<file path="src/verilog/net_status_map.vh">
// register offsets, bit positions, commands and timing for the status block
`ifndef NET_STATUS_MAP_VH
`define NET_STATUS_MAP_VH
`define OFS_STATUS      6'h00
`define OFS_DIAG        6'h02
`define ST_POR          4
`define ST_RECONFIG_FLAG        2
`define ST_TMA          1
`define ST_TA           0
`define ST_RSVD_ONES    8'he0
`define MSK_EXCESS_NAK_FLAG      3
`define MSK_RECONFIG_FLAG       2
`define MSK_NXTERR      1
`define MSK_TA          0
`define DG_MYRECON      7
`define DG_DUPLICATE_ID_FLAG        6
`define DG_RX_ACTIVITY_FLAG       5
`define DG_TOKEN        4
`define DG_EXCESS_NAK_FLAG       3
`define DG_TENT         2
`define DG_NXTERR       1
`define CMD_CANCEL      8'h01
`define CMD_SEND        8'h03
`define CMD_NXT_CLR     8'h09
`define CMD_POR_CLR     8'h0e
`define CMD_RECONFIG_FLAG_CLR   8'h16
`define NODE_ID_NONE    8'h00
`define BOOT_MARK       8'hd1
`define TEMP_RST_NS     100
`define CLK_NS          10
`define SETTLE_NS_25M   1000
`define BOOT_NS_25M     10000
`define NAK_LIM_LO      8'd4
`define NAK_LIM_HI      8'd128
`define RATE_125        2'b00
`define RATE_25         2'b01
`define RATE_5          2'b10
`endif

</file>
<file path="src/verilog/reset_sequencer.v">
// software reset generation, settle and boot-record timing
`include "net_status_map.vh"
module reset_sequencer #(
    parameter integer TEMP_CYC   = (`TEMP_RST_NS + `CLK_NS - 1) / `CLK_NS,
    parameter integer SETTLE_CYC = `SETTLE_NS_25M / `CLK_NS,
    parameter integer BOOT_CYC   = `BOOT_NS_25M / `CLK_NS,
    parameter integer CW         = 16
) (
    input  wire       clk_sys,
    input  wire       rst_b,
    input  wire       perm_rst,
    input  wire       temp_trig,
    input  wire [1:0] rate_sel,
    output wire       sw_rst,
    output wire       comm_ready,
    output reg        boot_pulse
);
    localparam S_IDLE  = 2'd0;
    localparam S_RST   = 2'd1;
    localparam S_SETL  = 2'd2;
    localparam S_BOOT  = 2'd3;
    reg [1:0]    st_q;
    reg [CW-1:0] cnt_q;
    reg          temp_q;
    reg [CW-1:0] temp_cnt_q;
    // the settle delay scales with network rate; the temporary reset length does not
    function [CW-1:0] scale;
        input [CW-1:0] base;
        input [1:0]    rs;
        begin
            case (rs)
                `RATE_125: scale = {base[CW-2:0], 1'b0};
                `RATE_5:   scale = {1'b0, base[CW-1:1]};
                default:   scale = base;
            endcase
        end
    endfunction
    assign sw_rst = perm_rst | temp_q;
    assign comm_ready = (st_q == S_BOOT) | (st_q == S_IDLE);
    always @(posedge clk_sys) begin
        if (!rst_b) begin
            temp_q     <= 1'b0;
            temp_cnt_q <= {CW{1'b0}};
        end else if (temp_trig) begin
            temp_q     <= 1'b1;
            temp_cnt_q <= TEMP_CYC[CW-1:0] - 1'b1;
        end else if (temp_cnt_q != {CW{1'b0}}) begin
            temp_cnt_q <= temp_cnt_q - 1'b1;
        end else begin
            temp_q <= 1'b0;
        end
    end
    always @(posedge clk_sys) begin
        if (!rst_b) begin
            st_q       <= S_RST;
            cnt_q      <= {CW{1'b0}};
            boot_pulse <= 1'b0;
        end else begin
            boot_pulse <= 1'b0;
            if (sw_rst) begin
                st_q  <= S_RST;
                cnt_q <= {CW{1'b0}};
            end else begin
                case (st_q)
                    S_RST: begin
                        st_q  <= S_SETL;
                        cnt_q <= {CW{1'b0}};
                    end
                    S_SETL: begin
                        cnt_q <= cnt_q + 1'b1;
                        if (cnt_q >= scale(BOOT_CYC[CW-1:0], rate_sel)) begin
                            st_q       <= S_BOOT;
                            boot_pulse <= 1'b1;
                        end
                    end
                    S_BOOT: st_q <= S_IDLE;
                    S_IDLE: st_q <= S_IDLE;
                    default: st_q <= S_IDLE;
                endcase
            end
        end
    end
    wire unused_settle = (SETTLE_CYC == 0);
endmodule

</file>
<file path="src/verilog/nak_counter.v">
// counts negative replies to free-buffer enquiries
`include "net_status_map.vh"
module nak_counter (
    input  wire clk_sys,
    input  wire rst_b,
    input  wire clr,
    input  wire nak_seen,
    input  wire nak_128_sel,
    output wire limit_hit
);
    reg [7:0] cnt_q;
    wire [7:0] lim = nak_128_sel ? `NAK_LIM_HI : `NAK_LIM_LO;
    assign limit_hit = nak_seen & (cnt_q == lim - 8'd1);
    always @(posedge clk_sys) begin
        if (!rst_b || clr)
            cnt_q <= 8'h00;
        else if (nak_seen && cnt_q != lim - 8'd1)
            cnt_q <= cnt_q + 8'd1;
        else if (nak_seen)
            cnt_q <= 8'h00;
    end
endmodule

</file>
<file path="src/verilog/net_status_diag_reset_regs.v">
// status, mask, diagnostic and software reset registers of the controller
`include "net_status_map.vh"

module net_status_diag_reset_regs #(
    parameter integer BOOT_CYC = `BOOT_NS_25M / `CLK_NS
) (
    input  wire        clk_sys,
    input  wire        rst_b,
    input  wire [5:0]  reg_addr,
    input  wire [15:0] reg_wdata,
    input  wire        reg_wr,
    input  wire        reg_rd,
    output reg  [15:0] reg_rdata,
    input  wire        reset_ctrl_bit,
    input  wire        init_mode_bit,
    input  wire        transmit_enable_bit,
    input  wire [7:0]  node_id_reg,
    input  wire        cfg_reg_write,
    input  wire [1:0]  rate_sel,
    input  wire        tx_buffer_mode,
    input  wire        one_shot_option,
    input  wire        common_irq_enable,
    input  wire        nak_128_sel,
    input  wire        ev_reconfig,
    input  wire        ev_local_reconfig,
    input  wire        ev_tx_acked,
    input  wire        ev_tx_done,
    input  wire        ev_dup_id,
    input  wire        ev_own_token,
    input  wire        ev_rx_activity,
    input  wire        ev_token_other,
    input  wire        ev_nak,
    input  wire        ev_tentative_match,
    input  wire        ev_next_node_err,
    output wire        sw_rst,
    output wire        comm_ready,
    output reg         tx_busy,
    output wire        irq_req,
    output reg         boot_wr,
    output reg  [7:0]  boot_addr,
    output reg  [7:0]  boot_data
);
    reg  [7:0] cmd;
    reg        cmd_wr;
    reg        init_mode_q;
    reg        transmit_enable_bit_q;
    reg        por_q;
    reg        reconfig_flag_q;
    reg        tx_acknowledged_q;
    reg        tx_available_q;
    reg        continuous_q;
    reg  [3:0] mask_q;
    reg  [7:0] diag_q;
    reg        dup_first_q;
    reg        boot_second_q;

    wire       temp_trig;
    wire       boot_pulse;
    wire       nak_hit;
    // decode of the two word offsets
    wire       wr_status = reg_wr && reg_addr == `OFS_STATUS;
    wire       wr_diag   = reg_wr && reg_addr == `OFS_DIAG;
    wire       rd_diag   = reg_rd && reg_addr == `OFS_DIAG;
    wire       rd_status = reg_rd && reg_addr == `OFS_STATUS;
    wire       perm      = reset_ctrl_bit
                         | (node_id_reg == `NODE_ID_NONE);
    // three ways to start a temporary reset
    wire       init_flip   = init_mode_bit != init_mode_q;
    wire       transmit_enable_bit_rise   = transmit_enable_bit & ~transmit_enable_bit_q;
    wire       cfg_in_init = init_mode_bit & cfg_reg_write;

    // commands come only from the low byte of a write at the diag offset
    function is_cmd;
        input       wr;
        input [7:0] code;
        input [7:0] want;
        begin
            is_cmd = wr && (code == want);
        end
    endfunction

    wire       cmd_send      = is_cmd(cmd_wr, cmd, `CMD_SEND);
    wire       cmd_cancel    = is_cmd(cmd_wr, cmd, `CMD_CANCEL);
    wire       cmd_por_clr   = is_cmd(cmd_wr, cmd, `CMD_POR_CLR);
    wire       cmd_reconfig_flag_clr = is_cmd(cmd_wr, cmd, `CMD_RECONFIG_FLAG_CLR);
    wire       cmd_nxt_clr   = is_cmd(cmd_wr, cmd, `CMD_NXT_CLR);

    // reserved status bits always read back as ones
    wire [7:0] status_word = `ST_RSVD_ONES
                           | {3'b000, por_q, 1'b0, reconfig_flag_q,
                              tx_acknowledged_q, tx_available_q};

    always @* begin
        cmd    = reg_wdata[7:0];
        cmd_wr = wr_diag;
    end

    // edges of the mode bits; one cycle stale so compare to captured copy
    assign temp_trig = init_flip | transmit_enable_bit_rise | cfg_in_init;

    // captured copies for edge detection
    always @(posedge clk_sys) begin
        if (!rst_b) begin
            init_mode_q <= 1'b0;
            transmit_enable_bit_q      <= 1'b0;
        end else begin
            init_mode_q <= init_mode_bit;
            transmit_enable_bit_q      <= transmit_enable_bit;
        end
    end

    // sequencer owns both the held and the self-releasing reset
    reset_sequencer #(
        .BOOT_CYC   (BOOT_CYC)
    ) u_seq (
        .clk_sys    (clk_sys),
        .rst_b      (rst_b),
        .perm_rst   (perm),
        .temp_trig  (temp_trig),
        .rate_sel   (rate_sel),
        .sw_rst     (sw_rst),
        .comm_ready (comm_ready),
        .boot_pulse (boot_pulse)
    );

    // excess-nak threshold is counted apart from the flag
    nak_counter u_nak (
        .clk_sys     (clk_sys),
        .rst_b       (rst_b),
        .clr         (sw_rst),
        .nak_seen    (ev_nak),
        .nak_128_sel (nak_128_sel),
        .limit_hit   (nak_hit)
    );

    // status flags; set wins over command clear in the same cycle, except send, which beats ev_tx_done on tx_available_q
    always @(posedge clk_sys) begin
        if (!rst_b) begin
            por_q             <= 1'b1;
            reconfig_flag_q   <= 1'b0;
            tx_acknowledged_q <= 1'b0;
            tx_available_q    <= 1'b1;
            continuous_q      <= 1'b0;
            tx_busy           <= 1'b0;
        end else if (sw_rst) begin
            por_q             <= 1'b1;
            reconfig_flag_q   <= 1'b0;
            tx_acknowledged_q <= 1'b0;
            tx_available_q    <= 1'b1;
            continuous_q      <= 1'b0;
            tx_busy           <= 1'b0;
        end else begin
            if (cmd_por_clr)
                por_q <= 1'b0;
            if (ev_reconfig)
                reconfig_flag_q <= 1'b1;
            else if (cmd_reconfig_flag_clr)
                reconfig_flag_q <= 1'b0;
            if (ev_tx_acked)
                tx_acknowledged_q <= 1'b1;
            else if (cmd_send)
                tx_acknowledged_q <= 1'b0;
            // remote send without one-shot keeps going until cancelled or until the one-shot option is set
            if (cmd_send) begin
                tx_available_q <= 1'b0;
                tx_busy        <= 1'b1;
                continuous_q   <= tx_buffer_mode & ~one_shot_option;
            end else if (cmd_cancel) begin
                tx_available_q <= 1'b1;
                tx_busy        <= 1'b0;
                continuous_q   <= 1'b0;
            end else if (continuous_q) begin
                if (one_shot_option) begin
                    continuous_q   <= 1'b0;
                    tx_available_q <= 1'b1;
                    tx_busy        <= 1'b0;
                end
            end else if (tx_busy && ev_tx_done) begin
                tx_available_q <= 1'b1;
                tx_busy        <= 1'b0;
            end
        end
    end

    // mask register is cleared by any reset
    always @(posedge clk_sys) begin
        if (!rst_b || sw_rst)
            mask_q <= 4'h0;
        else if (wr_status)
            mask_q <= reg_wdata[3:0];
    end

    // each mask bit gates one event source
    wire       irq_excess_nak_flag = mask_q[`MSK_EXCESS_NAK_FLAG] & diag_q[`DG_EXCESS_NAK_FLAG];
    wire       irq_reconfig_flag  = mask_q[`MSK_RECONFIG_FLAG]  & reconfig_flag_q;
    wire       irq_nxterr = mask_q[`MSK_NXTERR] & diag_q[`DG_NXTERR];
    wire       irq_ta     = mask_q[`MSK_TA]     & tx_available_q;
    assign irq_req = common_irq_enable
                   & (irq_excess_nak_flag | irq_reconfig_flag | irq_nxterr | irq_ta);

    // remembers that the first own token since going online was seen
    always @(posedge clk_sys) begin
        if (!rst_b || sw_rst)
            dup_first_q <= 1'b0;
        else if (!transmit_enable_bit)
            dup_first_q <= 1'b0;
        else if (ev_own_token)
            dup_first_q <= 1'b1;
    end

    // diagnostics; a read clears all but the excess-nak and next-node error bits unless an event lands in the same cycle
    always @(posedge clk_sys) begin
        if (!rst_b || sw_rst) begin
            diag_q <= 8'h00;
        end else begin
            if (rd_diag) begin
                diag_q[`DG_MYRECON] <= 1'b0;
                diag_q[`DG_DUPLICATE_ID_FLAG]   <= 1'b0;
                diag_q[`DG_RX_ACTIVITY_FLAG]  <= 1'b0;
                diag_q[`DG_TOKEN]   <= 1'b0;
                diag_q[`DG_TENT]    <= 1'b0;
            end
            // command clears; the sets below win in the same cycle
            if (cmd_por_clr)
                diag_q[`DG_EXCESS_NAK_FLAG] <= 1'b0;
            if (cmd_nxt_clr)
                diag_q[`DG_NXTERR] <= 1'b0;
            if (ev_local_reconfig)
                diag_q[`DG_MYRECON] <= 1'b1;
            if (!transmit_enable_bit && ev_dup_id)
                diag_q[`DG_DUPLICATE_ID_FLAG] <= 1'b1;
            // first own token after going online is swallowed
            if (transmit_enable_bit && ev_own_token && dup_first_q)
                diag_q[`DG_DUPLICATE_ID_FLAG] <= 1'b1;
            if (ev_rx_activity)
                diag_q[`DG_RX_ACTIVITY_FLAG] <= 1'b1;
            if (ev_token_other)
                diag_q[`DG_TOKEN] <= 1'b1;
            if (nak_hit)
                diag_q[`DG_EXCESS_NAK_FLAG] <= 1'b1;
            if (ev_tentative_match)
                diag_q[`DG_TENT] <= 1'b1;
            if (ev_next_node_err)
                diag_q[`DG_NXTERR] <= 1'b1;
            diag_q[0] <= 1'b0;
        end
    end

    // boot record: two RAM byte writes after reset settles
    always @(posedge clk_sys) begin
        if (!rst_b) begin
            boot_wr       <= 1'b0;
            boot_addr     <= 8'h00;
            boot_data     <= 8'h00;
            boot_second_q <= 1'b0;
        end else begin
            boot_wr       <= boot_pulse | boot_second_q;
            boot_second_q <= boot_pulse;
            if (boot_pulse) begin
                boot_addr <= 8'h00;
                boot_data <= `BOOT_MARK;
            end else if (boot_second_q) begin
                boot_addr <= 8'h01;
                boot_data <= node_id_reg;
            end
        end
    end

    // registered read data; unmapped offsets read zero
    always @(posedge clk_sys) begin
        if (!rst_b)
            reg_rdata <= 16'h0000;
        else if (rd_status)
            reg_rdata <= {8'h00, status_word};
        else if (rd_diag)
            reg_rdata <= {8'h00, diag_q};
        else if (reg_rd)
            reg_rdata <= 16'h0000;
    end

endmodule

</file>
<file path="config.mk">
export PLATFORM = sky130hd
export DESIGN_NAME = net_status_diag_reset_regs
export DESIGN_NICKNAME = d
export VERILOG_FILES = /design/src/verilog/reset_sequencer.v /design/src/verilog/nak_counter.v /design/src/verilog/net_status_diag_reset_regs.v
export VERILOG_INCLUDE_DIRS = /design/src /design/src/verilog
export SDC_FILE = /design/constraint.sdc
export NUM_CORES = 1
export LEC_CHECK = 0
export BUFFER_PORTS_ARGS = -buffer_cell sky130_fd_sc_hd__buf_2
export CAP_MARGIN = 30
export CORE_MARGIN = 1
export CORE_UTILIZATION = 50
export DETAILED_ROUTE_END_ITERATION = 12
export PLACE_DENSITY = 0.81
export SLEW_MARGIN = 25
export SYNTH_ARGS = -nofsm -noshare
export SYNTH_HDL_FRONTEND = slang
export SYNTH_SLANG_ARGS = --single-unit
</file>
<file path="constraint.sdc">
create_clock -name clk_sys -period 3.8 [get_ports clk_sys]
set_input_delay 0.76 -clock clk_sys [delete_from_list [all_inputs] [get_ports clk_sys]]
set_output_delay 0.76 -clock clk_sys [all_outputs]
set_load 0.02 [all_outputs]
</file>
==> out/metrics.yaml, run 1 <==
avgRoutedWirePerCell_um: 13.3
holdBufCountCts: 0
cp_slowest_cell: "nor4_1"
wl_met3_um: 376
drt_iter0_markers: 195
via_count: 3246
yosysUniqueCellTypes: 62
cp_cell_sequence: "buf_2 -> nor4_1 -> a211o_1 -> buf_2"
gp_congestion: 0.825
synth.cell_area_um2: 3880
hold_class: "register to register"
grt_pass1_vias: 2962
grt_pass1_wl_mm: 13.8
tns_ps: 0
htree_levels: 3
cpPeakStageDelay_ps: 350
maxCapViolations: 0
io_pins: 92
grt_overflow: 0
first_pass_iters: 5
rsz0062_at_grt: "false"
dp_hpwl_mm: 6.00
ant_nets: 0
endpoint_kind: "output port"
die_area_um2: 8110
crit_fanout: 2
clk_latency_ps: 340
finalHoldViolCount: 0
synth_edf_count: 0
place_ws_ps: 1130
cp.arrival_ps: 1640
syn_to_final_growth_pct: 14.7
min_period_ps: 2400
synth-main-ff-cell: "dfxtp_1"
wl_met2_mm: 4.06
fmax_mhz: 417
synth-xor-area-share: 0.0655
synth-compound-area-share: 0.132
p_leak_nw: 1.79
synth.area.top_cells: "dfxtp_1 43%, nor2_1 6.9%, ha_1 3.9%"
cts_made_buffers: 9
grt_max_degree: 28
dr.max_layer_used: "met4"
cts.path.max_buffers: 2
postCtsSetupBuffers: 0
finalCritPeriodShare: 0.631
clock_tree.root_cell: "clkbuf_8"
start_util: 0.526
finalWorstSetupSlack_ps: 1400
die_h_um: 90.1
clkSlewWorstSetupHoldPaths_ps: 80
fin_worst_skew_ps: 7.13
path_class: "input pin to output port"
row_count: 31
synth_top_family_by_area: "simple AND/OR/NAND/NOR gates"
core_um2: 7370
ir_drop_v: 0.000252
io_buffers: 68
setup_viol: 0
synth.largest_area_cell: "dfxtp_1"
synth-seq-area-share: 0.429
cts_resized: 0
syn_avg_cell_area_um2: 8.85
drv_slew: 0
n_antenna_cell: 0
cpMostUsedCell: "buf_2"
synthCells: 438
max-slew-margin-rel: 0.607
cts.sinks: 83
grt_use_total: 0.209
outcome: "finished, final reports clean"
fp.dieW_um: 90.1
power_density_nw_per_um2: 394
synthAdderAreaFrac: 0.0387
drive_gt1_frac: 0.194
drc_errors: 0
yosys.area_share.simple: 0.255
async_reset_ff_frac: 0
antenna_found_initial: 0
worstPathRequired_ps: 3040
tightest_slew_ps: 588
drt-total-wl_mm: 8.11
drt-met1-wl_mm: 3.62
cp-start-kind: "input pin"
synth_top_area_frac: 0.429
synth.area.mux_share: 0.0207
vias_per_cell: 5.34
synth-seq-cells: 83
final_nets: 571
cts_tree: "done"
yosys_warnings: 0
==> kinds of logic (layout without fill, tap and decap cells) <==
logic type	after synthesis	in the layout
flops	83	83
fa+ha+maj	12	12
simple gates	185	185
compound gates	76	76
buf+inv	44	101
mux	8	8
xor+xnor	29	29
other cells	1	15
==> cell usage after synthesis, types with 2 or more instances <==
cell type  count
a211oi_1       7
a21boi_0       2
a21o_1         3
a21oi_1       29
a22oi_1        5
a31oi_1        3
and2_1         3
and3_1         5
and4b_1        2
buf_1          3
buf_2          3
buf_4         16
clkbuf_1       6
dfxtp_1       83
ha_1          12
inv_1         16
mux2i_1        8
nand2_1       23
nand2b_1       7
nand3_1       12
nand3b_1       3
nand4_1       11
nor2_1        71
nor2b_1        8
nor3_1         6
nor3b_1        2
nor4_1         9
o21ai_0        9
o21bai_1       2
o22ai_1        2
or2_2          2
or3_1          6
or4_1          2
or4_4          2
xnor2_1       14
xor2_1        15
==> flip-flops by register name, summed over array words and instances (netlist names), 2 cells and up <==
name	count
u_seq.cnt_q	16
u_seq.temp_cnt_q	16
boot_data	8
reg_rdata	8
u_nak.cnt_q	8
diag_q	7
mask_q	4
u_seq.st_q	2
==> routing by layer <==
layer / track usage / up-vias
li1: - / 1642
met1: 0.267 / 1520
met2: 0.349 / 78
met3: 0.0508 / 6
met4: 0.0591 / 0
met5: 0 / -
==> report_power, final <==
part | leakage (nW) | switching, W | total (W) | internal [W]
Clock | 0.101 | 0.000326 | 0.000654 | 0.000328
Combinational | 1.01 | 0.000118 | 0.000195 | 0.0000769
Sequential | 0.673 | 0.0000154 | 0.000902 | 0.000887
==> critical path: cells and delay by family <==
family                 cells  cell delay, ps
buffers and inverters      2             300
and+or+nand+nor            1             350
AOI/OAI and AO/OA          1             230
==> cells in the final DEF, fill, tap and decap left out, types with 2 or more instances in the layout <==
cell type	count
dfxtp_1	83
nor2_1	71
buf_2	68
a21oi_1	29
nand2_1	23
inv_1	16
xor2_1	15
conb_1	15
xnor2_1	14
nand3_1	12
ha_1	12
nand4_1	11
clkbuf_8	10
nor4_1	9
o21ai_0	9
nor2b_1	8
mux2i_1	8
a211oi_1	7
nand2b_1	7
or3_1	6
nor3_1	6
a22oi_1	5
and3_1	5
nand3b_1	3
and2_1	3
a21o_1	3
a31oi_1	3
a21boi_0	2
or2_2	2
o22ai_1	2
or4_1	2
nor3b_1	2
or4_4	2
and4b_1	2
clkinvlp_4	2
clkinv_4	2
==> metrics by stage <==
step	hold WS (ps)	utilization	total power, W	instances	instance area, µm²
global route	498	0.604	0.00183	608	4450
floorplan	427	-	0.00106	452	3930
detailed placement	454	0.574	0.00112	592	4230
CTS	474	0.603	0.00176	608	4440
finish	468	0.604	0.00175	608	4450
global placement	446	0.574	0.00111	592	4230
==> final timing paths <==
kind / from / endpoint / slack [ps] / cells after the start
setup / recovery: node_id_reg[6] / sw_rst / 1400 / 4
hold / removal: por_q / por_q / 470 / 1
hold reg to reg: por_q / por_q / 470 / 1
setup reg to reg: u_seq.temp_cnt_q[0] / u_seq.temp_cnt_q[11] / 1900 / 7
==> cell type report <==
class,instances,area [µm²]
Clock buffer,10,138
Inverter,16,60.1
Sequential cell,83,1660
Timing Repair Buffer,69,348
Fill cell,633,2920
Clock inverter,6,73.8
Tap cell,99,124
Multi-Input combinational cell,325,2040
No activity file was read; power rests on OpenSTA's default activity.
==> run 2: changes to the inputs <==
Clock period 3.8 ns to 2.4 ns, I/O delays scaled along.
==> run 2 against run 1 <==
Clock skew rose by 0.67 ps. Critical path depth down 1. Combinational power rose by 62%. First-iteration DRC count shrank 36%. Die area unchanged. Clock-buffer cell count unchanged. Total power increased by 76%. Sequential share of layout area fell by 0.89 points. Final area up 2.4%. Sequential power increased by 59%. Worst setup slack got worse by 980 ps. Critical path type is now register to output port.
==> out/metrics.yaml, run 2 (same netlist as run 1, synthesis figures left out) <==
fp.dieW_um: 90.1  # unchanged
cts.sinks: 83  # unchanged
wl_met3_um: 341  # was 376 µm
gp_congestion: 0.821  # was 0.825
clk_latency_ps: 350  # was 340 ps
first_pass_iters: 4  # was 5
vias_per_cell: 5.38  # was 5.34
n_antenna_cell: 0  # unchanged
drt-total-wl_mm: 8.44  # was 8.11 mm
r2r-start: "u_seq.temp_cnt_q[0]"  # unchanged
io_buffers: 68  # unchanged
postCtsSetupBuffers: 0  # unchanged
grt_use_total: 0.216  # was 0.209
cp_slowest_cell: "ha_1"  # was nor4_1
min_period_ps: 1980
total_power_w: 0.00308  # was 0.00175 W
fmax_mhz: 506
crit_start: "u_seq.st_q[0]"  # was node_id_reg[6]
cp-start-kind: "register"  # was input pin
drc_errors: 0  # unchanged
cpPeakStageDelay_ps: 510  # was 350 ps
finalCritPeriodShare: 0.823
grt_pass1_wl_mm: 14.4  # was 13.8 mm
r2r-end: "u_seq.temp_cnt_q[12]"  # was u_seq.temp_cnt_q[11]
syn_to_final_growth_pct: 17.5  # was 14.7%
place_ws_ps: 80.3  # was 1130 ps
finalHoldViolCount: 0  # unchanged
cp_num_buf_inv: 2  # unchanged
largestRegisters: "u_seq.cnt_q: 16 flops, u_seq.temp_cnt_q: 16 flops"  # unchanged
start_util: 0.526  # unchanged
cts_made_buffers: 9  # unchanged
reg2reg_slack_ps: 470  # was 1900 ps
cp_cell_sequence: "inv_1 -> ha_1 -> buf_2"  # was buf_2 -> nor4_1 -> a211o_1 -> buf_2
reg2reg_depth: 7  # unchanged
outcome: "finished, final reports clean"  # unchanged
grt_pass1_vias: 3186  # was 2,962
clock_tree.root_cell: "clkbuf_8"  # unchanged
avgRoutedWirePerCell_um: 13.8  # was 13.3 µm
worstPathRequired_ps: 1920  # was 3040 ps
holdBufCountCts: 0  # unchanged
path_class: "register to output port"  # was input pin to output port
grt_max_degree: 22  # was 28
finalWorstSetupSlack_ps: 425  # was 1400 ps
die_h_um: 90.1  # unchanged
die_area_um2: 8110  # unchanged
clkSlewWorstSetupHoldPaths_ps: 90  # was 80 ps
ant_nets: 0  # unchanged
grt_overflow: 0  # unchanged
drv_slew: 0  # unchanged
crit_cells: 3  # was 4
row_count: 31  # unchanged
max-slew-margin-rel: 0.624  # was 0.607
dr.max_layer_used: "met4"  # unchanged
cpLargestDelayFamily: "adder cells"  # was simple AND/OR/NAND/NOR gates
rsz0062_at_grt: "false"  # unchanged
drt-met1-wl_mm: 3.73  # was 3.62 mm
crit_fanout: 12  # was 2
setup_viol: 0  # unchanged
layout_common_cells: "83 x dfxtp_1, 71 x nor2_1, 68 x buf_2"  # unchanged
fin_util: 0.618  # was 0.604
maxCapViolations: 0  # unchanged
io_pins: 92  # unchanged
via_count: 3301  # was 3,246
fillCellCount: 637  # was 633
dp_hpwl_mm: 6.29  # was 6.00 mm
endpoint_kind: "output port"  # unchanged
drt_iter0_markers: 124  # was 195
core_um2: 7370  # unchanged
drive_gt1_frac: 0.200  # was 0.194
layout_commonest_cell: "dfxtp_1"  # unchanged
fin_worst_skew_ps: 7.79  # was 7.13 ps
cts_tree: "done"  # unchanged
hold_class: "input pin to register"  # was register to register
wl_met2_mm: 4.28  # was 4.06 mm
endpoint: "comm_ready"  # was sw_rst
cts.path.max_buffers: 2  # unchanged
final_nets: 576  # was 571
cp.arrival_ps: 1500  # was 1640 ps
cts_resized: 0  # unchanged
power_density_nw_per_um2: 677  # was 394 nW/µm²
p_leak_nw: 1.86  # was 1.79 nW
htree_levels: 3  # unchanged
antenna_found_initial: 0  # unchanged
tightest_slew_ps: 565  # was 588 ps
ir_drop_v: 0.000384  # was 0.000252 V
tns_ps: 0  # unchanged
[run 2: worst register-to-register path, delay by kind of cell (launching register included)]
kind,cells,cell delay (ps)
and+or+nand+nor,3,630
adders and majority gates,1,190
DFF,1,350
buffers and inverters,1,110
xor gates and xnor gates,1,160
AOI/OAI and AO/OA,1,370
[run 2: cell type report]
type | count | area [µm²] | share of cell area
multi-input cells | 325 | 2040 | 0.448
flip-flops and latches | 83 | 1660 | 0.365
repair buffers | 74 | 398 | 0.0873
clock buffers | 10 | 138 | 0.0302
clock inverters | 6 | 136 | 0.0299
well taps | 99 | 124 | 0.0272
inverters | 16 | 60.1 | 0.0132
[run 2: where the power goes]
part | total, W | switching, W | internal (W)
combinational | 0.000316 | 0.000190 | 0.000126
clock | 0.00134 | 0.000513 | 0.000827
sequential | 0.00143 | 0.0000244 | 0.00140
total | 0.00308 | 0.000727 | 0.00236
[run 2: metal layers]
layer  track usage  up-vias
li1              -     1648
met1         0.258     1580
met2         0.381       64
met3        0.0584        9
met4        0.0591        0
met5             0        -
[run 2: how the worst min path moves through the flow]
stage	start	to	cells after the start
6_report	one_shot_option	continuous_q	2
5_1_grt	one_shot_option	continuous_q	2
4_1_cts	one_shot_option	continuous_q	2
3_5_place_dp	reg_rdata[0]	reg_rdata[0]	2
3_3_place_gp	por_q	por_q	1
2_1_floorplan	por_q	por_q	1
[run 2: metrics by stage]
step	hold slack, ps	instances	cell area (µm²)
after CTS	301	613	4560
after global routing	295	613	4560
after floorplan	427	452	3930
final	312	613	4560
after global placement	448	597	4280
after detailed placement	456	597	4280
